[src/skip_core_pkg.sv]
package skip_core_pkg;

    // bus register map, byte addresses
    localparam logic [11:0] OFF_INSTR = 12'h000;
    localparam logic [11:0] OFF_ACC = 12'h004;
    localparam logic [11:0] OFF_STATUS = 12'h008;
    localparam logic [11:0] OFF_PC = 12'h00C;
    localparam logic [11:0] OFF_PC_LATCH = 12'h010;
    localparam logic [11:0] OFF_CYCLES = 12'h014;
    localparam logic [11:0] OFF_FILE_BASE = 12'h100;
    localparam logic [11:0] OFF_FILE_LAST = 12'h2FC;

    // status register fields
    localparam int STAT_ZERO_POS = 0;
    localparam int STAT_BUSY_POS = 1;

    // instruction word fields
    localparam int OPCODE_LSB = 12;
    localparam int OPCODE_W = 4;
    localparam int DEST_POS = 7;
    localparam int FILE_ADDR_W = 7;
    localparam int LIT8_W = 8;
    localparam int JUMP_LIT_W = 11;
    localparam int PC_W = 15;
    localparam int PC_LATCH_W = 7;
    localparam int PC_LATCH_LO = 3;
    localparam int PC_LATCH_HI = 6;
    localparam int DATA_W = 8;

    // reset values
    localparam logic [7:0] ACC_RST = 8'h00;
    localparam logic [14:0] PC_RST = 15'h0000;
    localparam logic [6:0] PC_LATCH_RST = 7'h00;
    localparam logic [15:0] INSTR_RST = 16'h0000;
    localparam logic [31:0] CYCLES_RST = 32'h0000_0000;
    localparam logic ZERO_RST = 1'b0;

    // program counter steps
    localparam logic [14:0] PC_STEP = 15'h0001;
    localparam logic [14:0] PC_SKIP_STEP = 15'h0002;

    // operation codes carried in the opcode field
    typedef enum logic [3:0] {
        OP_NOP,
        OP_DECREMENT_SKIP_ON_ZERO,
        OP_INCREMENT_SKIP_ON_ZERO,
        OP_INCREMENT_FILE,
        OP_UNCONDITIONAL_JUMP,
        OP_OR_LITERAL_INTO_ACCUMULATOR,
        OP_OR_ACCUMULATOR_WITH_FILE
    } op_t;

    typedef enum logic [1:0] {
        ST_IDLE,
        ST_EXEC,
        ST_SECOND
    } exec_state_t;

    // 8-bit zero test
    function automatic logic is_zero(input logic [7:0] value);
        is_zero = (value == 8'h00);
    endfunction

    // file register index from a byte address in the file window
    function automatic logic [6:0] file_index(input logic [11:0] addr);
        logic [11:0] offset;
        offset = addr - OFF_FILE_BASE;
        file_index = offset[8:2];
    endfunction

endpackage

[src/skip_core_alu.sv]
`timescale 1ns/1ps
`default_nettype none
module skip_core_alu
    import skip_core_pkg::*;
(
    input wire logic [3:0] opcode_i,
    input wire logic dest_i,
    input wire logic [7:0] literal_i,
    input wire logic [7:0] file_val_i,
    input wire logic [7:0] acc_i,
    output logic [7:0] result_o,
    output logic write_acc_o,
    output logic write_file_o,
    output logic update_zero_o,
    output logic skip_o,
    output logic jump_o
);

    op_t op;

    assign op = op_t'(opcode_i);

    // result and destination selection per operation
    always_comb begin
        result_o = 8'h00;
        write_acc_o = 1'b0;
        write_file_o = 1'b0;
        update_zero_o = 1'b0;
        skip_o = 1'b0;
        jump_o = 1'b0;
        unique case (op)
            OP_DECREMENT_SKIP_ON_ZERO: begin
                result_o = file_val_i - 8'h01;
                write_acc_o = !dest_i;
                write_file_o = dest_i;
                skip_o = is_zero(result_o);
            end
            OP_INCREMENT_SKIP_ON_ZERO: begin
                result_o = file_val_i + 8'h01;
                write_acc_o = !dest_i;
                write_file_o = dest_i;
                skip_o = is_zero(result_o);
            end
            OP_INCREMENT_FILE: begin
                result_o = file_val_i + 8'h01;
                write_acc_o = !dest_i;
                write_file_o = dest_i;
                update_zero_o = 1'b1;
            end
            OP_UNCONDITIONAL_JUMP: begin
                jump_o = 1'b1;
            end
            OP_OR_LITERAL_INTO_ACCUMULATOR: begin
                result_o = acc_i | literal_i;
                write_acc_o = 1'b1;
                update_zero_o = 1'b1;
            end
            OP_OR_ACCUMULATOR_WITH_FILE: begin
                result_o = acc_i | file_val_i;
                write_acc_o = !dest_i;
                write_file_o = dest_i;
                update_zero_o = 1'b1;
            end
            default: begin
                result_o = 8'h00; // unknown codes act as no-operation
            end
        endcase
    end

endmodule
`default_nettype wire

[src/skip_core_file_ram.sv]
`timescale 1ns/1ps
`default_nettype none
module skip_core_file_ram #(
    parameter int DEPTH = 128,
    parameter int WIDTH = 8
) (
    input wire logic sys_clk_i,
    input wire logic rstn_i,
    input wire logic wr_en_i,
    input wire logic [$clog2(DEPTH)-1:0] wr_addr_i,
    input wire logic [WIDTH-1:0] wr_data_i,
    input wire logic [$clog2(DEPTH)-1:0] rd_a_addr_i,
    output logic [WIDTH-1:0] rd_a_data_o,
    input wire logic [$clog2(DEPTH)-1:0] rd_b_addr_i,
    output logic [WIDTH-1:0] rd_b_data_o
);

    logic [WIDTH-1:0] mem [DEPTH];

    // two asynchronous read ports
    assign rd_a_data_o = mem[rd_a_addr_i];
    assign rd_b_data_o = mem[rd_b_addr_i];

    // single write port, cleared at reset
    always_ff @(posedge sys_clk_i or negedge rstn_i) begin
        if (!rstn_i) begin
            for (int i = 0; i < DEPTH; i++) begin
                mem[i] <= '0;
            end
        end else if (wr_en_i) begin
            mem[wr_addr_i] <= wr_data_i;
        end
    end

endmodule
`default_nettype wire

[src/skip_core.sv]
// Overview of operation
// - decrement-skip-on-zero subtracts one from file f and writes accumulator (d=0) or f (d=1), flags untouched.
// - a zero decrement result discards the next instruction for a no-operation, taking two cycles.
// - increment-skip-on-zero adds one to file f, writes per d, flags untouched, skipping on a zero result.
// - the jump loads its 11-bit literal into pc 10:0 and latch bits 6:3 into pc 14:11.
// - the jump takes two instruction cycles and leaves every flag alone.
// - or-literal ORs the accumulator with an 8-bit literal into the accumulator and updates zero.
// - increment-file adds one to file f, writes per d and updates zero.
// - or-accumulator-with-file ORs the accumulator with file f, writes per d and updates zero.
`timescale 1ns/1ps
`default_nettype none
module skip_core
    import skip_core_pkg::*;
#(
    parameter int FILE_DEPTH = 128
) (
    input wire logic sys_clk_i,
    input wire logic rstn_i,
    input wire logic hsel_i,
    input wire logic [31:0] haddr_i,
    input wire logic [1:0] htrans_i,
    input wire logic hwrite_i,
    input wire logic [2:0] hsize_i,
    input wire logic [31:0] hwdata_i,
    input wire logic hready_i,
    output logic hreadyout_o,
    output logic hresp_o,
    output logic [31:0] hrdata_o
);

    // bus data phase bookkeeping
    logic dphase_reg;
    logic dphase_next;
    logic dwrite_reg;
    logic [11:0] daddr_reg;
    logic rd_loaded_reg;
    logic [31:0] hrdata_reg;

    // core architectural state
    exec_state_t state_reg;
    exec_state_t state_next;
    logic [15:0] instr_reg;
    logic [7:0] acc_reg;
    logic [7:0] acc_next;
    logic zero_reg;
    logic zero_next;
    logic [14:0] pc_reg;
    logic [14:0] pc_next;
    logic [6:0] pc_latch_reg;
    logic [31:0] cycles_reg;

    // bus decode wires
    wire addr_accept;
    wire busy;
    wire bus_done;
    wire bus_wr_done;
    wire hit_instr;
    wire hit_acc;
    wire hit_status;
    wire hit_pc;
    wire hit_pc_latch;
    wire hit_cycles;
    wire hit_file;
    wire [6:0] bus_file_idx;
    wire [7:0] bus_file_val;
    wire [31:0] read_mux;

    // register contents widened to a bus word, upper bits zero
    wire [31:0] word_instr;
    wire [31:0] word_acc;
    wire [31:0] word_status;
    wire [31:0] word_pc;
    wire [31:0] word_latch;
    wire [31:0] word_file;

    // execution wires
    wire exec_now;
    wire [3:0] instr_opcode;
    wire instr_dest;
    wire [7:0] instr_literal;
    wire [6:0] instr_file_idx;
    wire [7:0] instr_file_val;
    wire [7:0] alu_result;
    wire alu_write_acc;
    wire alu_write_file;
    wire alu_update_zero;
    wire alu_skip;
    wire alu_jump;
    wire [14:0] jump_target;
    wire ram_wr_en;
    wire [6:0] ram_wr_addr;
    wire [7:0] ram_wr_data;

    // address phase accepted on a selected nonsequential or sequential transfer
    assign addr_accept = hsel_i && hready_i && htrans_i[1];
    assign busy = (state_reg != ST_IDLE);

    // writes finish once idle; reads need their data register loaded first
    assign bus_done = dphase_reg && !busy && (dwrite_reg || rd_loaded_reg);
    assign bus_wr_done = bus_done && dwrite_reg;
    assign hreadyout_o = !dphase_reg || bus_done;
    assign hresp_o = 1'b0;
    assign hrdata_o = hrdata_reg;

    // register decode on the latched data phase address
    assign hit_instr = (daddr_reg == OFF_INSTR);
    assign hit_acc = (daddr_reg == OFF_ACC);
    assign hit_status = (daddr_reg == OFF_STATUS);
    assign hit_pc = (daddr_reg == OFF_PC);
    assign hit_pc_latch = (daddr_reg == OFF_PC_LATCH);
    assign hit_cycles = (daddr_reg == OFF_CYCLES);
    assign hit_file = (daddr_reg >= OFF_FILE_BASE) && (daddr_reg <= OFF_FILE_LAST)
        && (daddr_reg[1:0] == 2'b00);
    assign bus_file_idx = file_index(daddr_reg);

    // register words padded to the bus width
    assign word_instr = {16'h0000, instr_reg};
    assign word_acc = {24'h000000, acc_reg};
    assign word_status = {30'h0, busy, zero_reg};
    assign word_pc = {17'h0, pc_reg};
    assign word_latch = {25'h0, pc_latch_reg};
    assign word_file = {24'h000000, bus_file_val};

    // read data selection, unmapped addresses read as zero
    assign read_mux = hit_instr ? word_instr :
        hit_acc ? word_acc :
        hit_status ? word_status :
        hit_pc ? word_pc :
        hit_pc_latch ? word_latch :
        hit_cycles ? cycles_reg :
        hit_file ? word_file : 32'h0000_0000;

    // next data phase flag
    assign dphase_next = addr_accept ? 1'b1 : (bus_done ? 1'b0 : dphase_reg);

    // bus side flops
    always_ff @(posedge sys_clk_i or negedge rstn_i) begin
        if (!rstn_i) begin
            dphase_reg <= 1'b0;
            dwrite_reg <= 1'b0;
            daddr_reg <= 12'h000;
        end else begin
            dphase_reg <= dphase_next;
            if (addr_accept) begin
                dwrite_reg <= hwrite_i;
                daddr_reg <= haddr_i[11:0];
            end
        end
    end

    // read data captured once the core is idle, one wait state per read plus any busy cycles
    always_ff @(posedge sys_clk_i or negedge rstn_i) begin
        if (!rstn_i) begin
            rd_loaded_reg <= 1'b0;
            hrdata_reg <= 32'h0000_0000;
        end else if (dphase_reg && !dwrite_reg && !busy && !rd_loaded_reg) begin
            rd_loaded_reg <= 1'b1;
            hrdata_reg <= read_mux;
        end else if (bus_done) begin
            rd_loaded_reg <= 1'b0;
        end
    end

    // execution operand fields
    assign exec_now = (state_reg == ST_EXEC);
    assign instr_opcode = instr_reg[OPCODE_LSB +: OPCODE_W];
    assign instr_dest = instr_reg[DEST_POS];
    assign instr_literal = instr_reg[LIT8_W-1:0];
    assign instr_file_idx = instr_reg[FILE_ADDR_W-1:0];
    assign jump_target = {pc_latch_reg[PC_LATCH_HI:PC_LATCH_LO],
        instr_reg[JUMP_LIT_W-1:0]};

    skip_core_alu u_alu (
        .opcode_i(instr_opcode),
        .dest_i(instr_dest),
        .literal_i(instr_literal),
        .file_val_i(instr_file_val),
        .acc_i(acc_reg),
        .result_o(alu_result),
        .write_acc_o(alu_write_acc),
        .write_file_o(alu_write_file),
        .update_zero_o(alu_update_zero),
        .skip_o(alu_skip),
        .jump_o(alu_jump)
    );

    // file write port: execution has it in the execute state, otherwise the bus
    assign ram_wr_en = (exec_now && alu_write_file) || (bus_wr_done && hit_file);
    assign ram_wr_addr = exec_now ? instr_file_idx : bus_file_idx;
    assign ram_wr_data = exec_now ? alu_result : hwdata_i[7:0];

    skip_core_file_ram #(
        .DEPTH(FILE_DEPTH),
        .WIDTH(DATA_W)
    ) u_file (
        .sys_clk_i(sys_clk_i),
        .rstn_i(rstn_i),
        .wr_en_i(ram_wr_en),
        .wr_addr_i(ram_wr_addr),
        .wr_data_i(ram_wr_data),
        .rd_a_addr_i(instr_file_idx),
        .rd_a_data_o(instr_file_val),
        .rd_b_addr_i(bus_file_idx),
        .rd_b_data_o(bus_file_val)
    );

    // sequencing: skip and jump add a second cycle
    always_comb begin
        state_next = state_reg;
        unique case (state_reg)
            ST_IDLE: begin
                if (bus_wr_done && hit_instr) begin
                    state_next = ST_EXEC;
                end
            end
            ST_EXEC: begin
                if (alu_skip || alu_jump) begin
                    state_next = ST_SECOND;
                end else begin
                    state_next = ST_IDLE;
                end
            end
            ST_SECOND: begin
                state_next = ST_IDLE;
            end
        endcase
    end

    // accumulator next value
    always_comb begin
        acc_next = acc_reg;
        if (exec_now && alu_write_acc) begin
            acc_next = alu_result;
        end else if (bus_wr_done && hit_acc) begin
            acc_next = hwdata_i[7:0];
        end
    end

    // zero flag moves for the flag-updating operations and for bus writes to the status register
    always_comb begin
        zero_next = zero_reg;
        if (exec_now && alu_update_zero) begin
            zero_next = is_zero(alu_result);
        end else if (bus_wr_done && hit_status) begin
            zero_next = hwdata_i[STAT_ZERO_POS];
        end
    end

    // program counter: jump target, skip over one, or step
    always_comb begin
        pc_next = pc_reg;
        if (exec_now) begin
            if (alu_jump) begin
                pc_next = jump_target;
            end else if (alu_skip) begin
                pc_next = pc_reg + PC_SKIP_STEP;
            end else begin
                pc_next = pc_reg + PC_STEP;
            end
        end else if (bus_wr_done && hit_pc) begin
            pc_next = hwdata_i[PC_W-1:0];
        end
    end

    // execution state flops
    always_ff @(posedge sys_clk_i or negedge rstn_i) begin
        if (!rstn_i) begin
            state_reg <= ST_IDLE;
            acc_reg <= ACC_RST;
            zero_reg <= ZERO_RST;
            pc_reg <= PC_RST;
        end else begin
            state_reg <= state_next;
            acc_reg <= acc_next;
            zero_reg <= zero_next;
            pc_reg <= pc_next;
        end
    end

    // instruction and latch registers written from the bus
    always_ff @(posedge sys_clk_i or negedge rstn_i) begin
        if (!rstn_i) begin
            instr_reg <= INSTR_RST;
            pc_latch_reg <= PC_LATCH_RST;
        end else if (bus_wr_done) begin
            if (hit_instr) begin
                instr_reg <= hwdata_i[15:0];
            end
            if (hit_pc_latch) begin
                pc_latch_reg <= hwdata_i[PC_LATCH_W-1:0];
            end
        end
    end

    // instruction cycles spent, second cycles included
    always_ff @(posedge sys_clk_i or negedge rstn_i) begin
        if (!rstn_i) begin
            cycles_reg <= CYCLES_RST;
        end else if (busy) begin
            cycles_reg <= cycles_reg + 32'h0000_0001;
        end else if (bus_wr_done && hit_cycles) begin
            cycles_reg <= CYCLES_RST;
        end
    end

endmodule
`default_nettype wire

[config.mk]
export PLATFORM = sky130hd
export DESIGN_NAME = skip_core
export DESIGN_NICKNAME = d
export VERILOG_FILES = /design/src/skip_core_pkg.sv /design/src/skip_core_alu.sv /design/src/skip_core_file_ram.sv /design/src/skip_core.sv
export SDC_FILE = /design/constraint.sdc
export NUM_CORES = 2
export LEC_CHECK = 0
export BUFFER_PORTS_ARGS = -buffer_cell sky130_fd_sc_hd__buf_2
export CORE_ASPECT_RATIO = 2
export CORE_MARGIN = 8
export CORE_UTILIZATION = 35
export CTS_CLUSTER_SIZE = 30
export DETAILED_ROUTE_END_ITERATION = 6
export PLACE_DENSITY_LB_ADDON = 0.2
export SLEW_MARGIN = 20
export SYNTH_ARGS = -nofsm -noshare
export SYNTH_HDL_FRONTEND = slang
export SYNTH_SLANG_ARGS = --single-unit
[constraint.sdc]
create_clock -name sys_clk_i -period 10.6 [get_ports sys_clk_i]
set_input_delay 1.06 -clock sys_clk_i [delete_from_list [all_inputs] [get_ports sys_clk_i]]
set_output_delay 1.06 -clock sys_clk_i [all_outputs]
set_load 0.02 [all_outputs]
==> flow_summary.yaml <==
synth:
  ys_seq_area_share_pct: 47.95
  yosys_warnings: 0
  synthMuxAreaShare_pct: 24.84
  syn_area_um2: 60120
  synth_compound_area_share_pct: 12.24
  synth_top_family_by_area: "multiplexers"
  syn_inst: 5406
  ys_types: 72
  synth_nets: 5489
  synth_edf_count: 0
  ys_ff_latch: 1152
  synth_ff_type: "dfrtp_1"
  synth-async-reset-ratio_pct: 100.0
  synth-simple-area-share_pct: 10.95
  synth-xor-area-share_pct: 0.3059
  syn_area_per_cell_um2: 11.12
  synthAdderAreaFrac_pct: 0.1873
clock_tree:
  hold_buffers: 0
  post-cts-setup-buffer-count: 0
  path_clk_slew_ps: 70
  cts_buffer_depth: 3
  cts_tree: "done"
  postCtsResizedCells: 0
  cts.sinks: 1152
  insertion_delay_ps: 710
  htreeDepth: 3
  root_buffer: "clkbuf_16"
  numCtsBuffers: 104
timing:
  slew_violations: 0
  slew_headroom_pct: 15.48
  fin_crit_ps: 7206
  fmax_mhz: 138.8
  hold_viol: 0
  clock_skew_ps: 26.11
  setup_viol: 0
  final.setup.tns_ps: 0
  rsz0062_at_grt: "false"
  tightest_slew_ps: 1265
  finalCritPeriodShare_pct: 67.99
cells_and_area:
  largest_register_ffs: 1024
  layout-drive-gt1-share_pct: 19.65
  instances_no_fill: 7561
  areaGrowthSynthToFinish_pct: 9.761
  fill_cells: 16740
  layout_commonest_cell: "nand2_1"
  final_nets: 5273
  layout_common_cells: "nand2_1 (1316), dfrtp_1 (1143), o21ai_0 (1069), mux4_2 (596), clkbuf_16 (110)"
placement:
  port_buffers: 66
  dp_hpwl_um: 146800
  place.gp.congestion: 0.8862
  placed_cells: 7362
global_routing:
  grt_pass1_vias: 44510
  grt_pass1_wl_um: 318400
  grt_max_degree: 144
  overflow: 0
  grt_use_total_pct: 23.15
  antenna_found_initial: 6
worst_setup_path:
  endpoint_kind: "flip-flop"
  required_ps: 11150
  crit_fanout: 82
  cp-start-kind: "flip-flop"
  cp.arrival_ps: 7760
  worstSetupPathType: "reg2reg"
pwr:
  leakagePower_uw: 0.02688
  p_per_area_nw_per_um2: 204.7
  max-vdd-ir-drop_mv: 0.1626
job:
  maxCapViolations: 0
routing:
  drtAntennaViolNets: 0
  drc: 0
  first_pass_iters: 6
  totalWireLength_um: 216200
  post_drt_wl_per_cell_um: 28.59
  viasPerCell: 5.740
  drt_iter0_drc: 3613
  vias: 43400
die:
  start_util_pct: 35.14
  die_area_um2: 186100
  die_h_um: 602.1
  row_count: 215
  io_pins: 108
  coreArea_um2: 171100
  die_x_um: 309.1
min_path:
  hp-class: "in2async"
status:
  status: "finished, final reports clean"
## where the power goes
group / switching (uW) / total (uW) / internal, uW
sequential: 659 / 5720 / 5060
combinational: 2300 / 3660 / 1360
clock: 1810 / 4120 / 2320
## cells in the mapped netlist (all sizes together), types with 5 or more instances
cell | count | area share [%]
a32oi | 5 | 0.073
and3 | 23 | 0.24
nand3 | 91 | 0.77
o2111ai | 7 | 0.10
mux2 | 58 | 1.1
a22oi | 27 | 0.34
xor2 | 7 | 0.10
mux4 | 596 | 22
a22o | 9 | 0.13
and2 | 10 | 0.10
a211o | 6 | 0.087
o21ai | 1091 | 9.1
inv | 21 | 0.13
a221oi | 23 | 0.34
o211ai | 12 | 0.15
nand2b | 11 | 0.11
mux2i | 83 | 1.4
nor4 | 5 | 0.052
o22ai | 11 | 0.11
nor2b | 24 | 0.25
clkbuf | 354 | 2.2
a21oi | 70 | 0.59
dfrtp | 1152 | 48
nand2 | 1317 | 8.2
ha | 9 | 0.19
o21a | 6 | 0.075
or3 | 10 | 0.10
a211oi | 16 | 0.20
a31oi | 16 | 0.17
a41oi | 5 | 0.073
buf | 125 | 1.2
nor3 | 25 | 0.21
xnor2 | 14 | 0.20
nand4 | 10 | 0.10
o31ai | 9 | 0.11
nor2 | 95 | 0.61
## layout make-up
cell class                      instances  area, um^2  share of cell area (%)
Clock buffer                          152        3171                   4.805
Tap cell                             2278        2850                   4.319
Inverter                               21       78.83                  0.1195
Clock inverter                         42       488.0                  0.7395
Sequential cell                      1152       28860                   43.73
Antenna cell                            5       12.51                 0.01896
Multi-Input combinational cell       3754       29330                   44.45
Timing Repair Buffer                  157        1199                   1.816
## layer usage
| layer | GRT usage, % | vias to the layer above | routed length (um) |
|---|---|---|---|
| met1 | 26.14 | 22180 | 77060 |
| met2 | 40.53 | 1445 | 110400 |
| li1 | - | 19280 | - |
| met4 | 16.11 | 4 | 18520 |
| met5 | 0 | - | 24 |
| met3 | 2.548 | 500 | 10140 |
## path summary, 6_finish.rpt
kind                                               endpoint                startpoint  slack [ps]  cells after the start
worst max-delay path            u_file.mem[942]$_DFFE_PN0P_  instr_reg[0]$_DFFE_PN0P_        3390                     14
worst min-delay path            u_file.mem[156]$_DFFE_PN0P_                    rstn_i         320                      1
worst max register to register  u_file.mem[942]$_DFFE_PN0P_  instr_reg[0]$_DFFE_PN0P_        3390                     14
worst min register to register     hrdata_o[26]$_DFFE_PN0P_  hrdata_o[26]$_DFFE_PN0P_         460                      2
max in group asynchronous       u_file.mem[549]$_DFFE_PN0P_                    rstn_i        8060                      3
min in group sys_clk_i             hrdata_o[26]$_DFFE_PN0P_  hrdata_o[26]$_DFFE_PN0P_         460                      2
## through the flow
stage / hold slack, ps / power [uW] / util (%) / setup slack [ps] / area [um^2]
finish: 315.9 / 13510 / 38.57 / 3394 / 65990
global placement: 448.1 / 9383 / 36.41 / 3621 / 62300
detailed placement: 450.4 / 9473 / 36.42 / 3574 / 62310
global route: 370.2 / 14090 / 38.56 / 3225 / 65980
CTS: 323.9 / 13610 / 38.56 / 3506 / 65970
floorplan: 447.9 / 7969 / - / 5866 / 60120
## logic make-up (layout without fill, tap and decap cells)
group | count (synthesis) | after routing
simple gates | 1635 | 1635
compound gates | 1351 | 1351
flops | 1152 | 1152
mux | 737 | 737
buf+inv | 500 | 372
xor+xnor | 21 | 21
fa+ha+maj | 9 | 9
other cells | 1 | 6
## worst max-delay path: stages (launching register included)
cell      delay, ps
dfrtp_4         760
inv_2           750
buf_4           540
mux2i_1         790
a221oi_1        290
a32oi_1         600
nand3_1         310
nor4_1          540
and2_1          270
nand2_1          80
xnor2_1         150
o221a_2         250
o21a_4          820
buf_4           610
o21ai_0         190
Power figures use the tool's default switching activity.
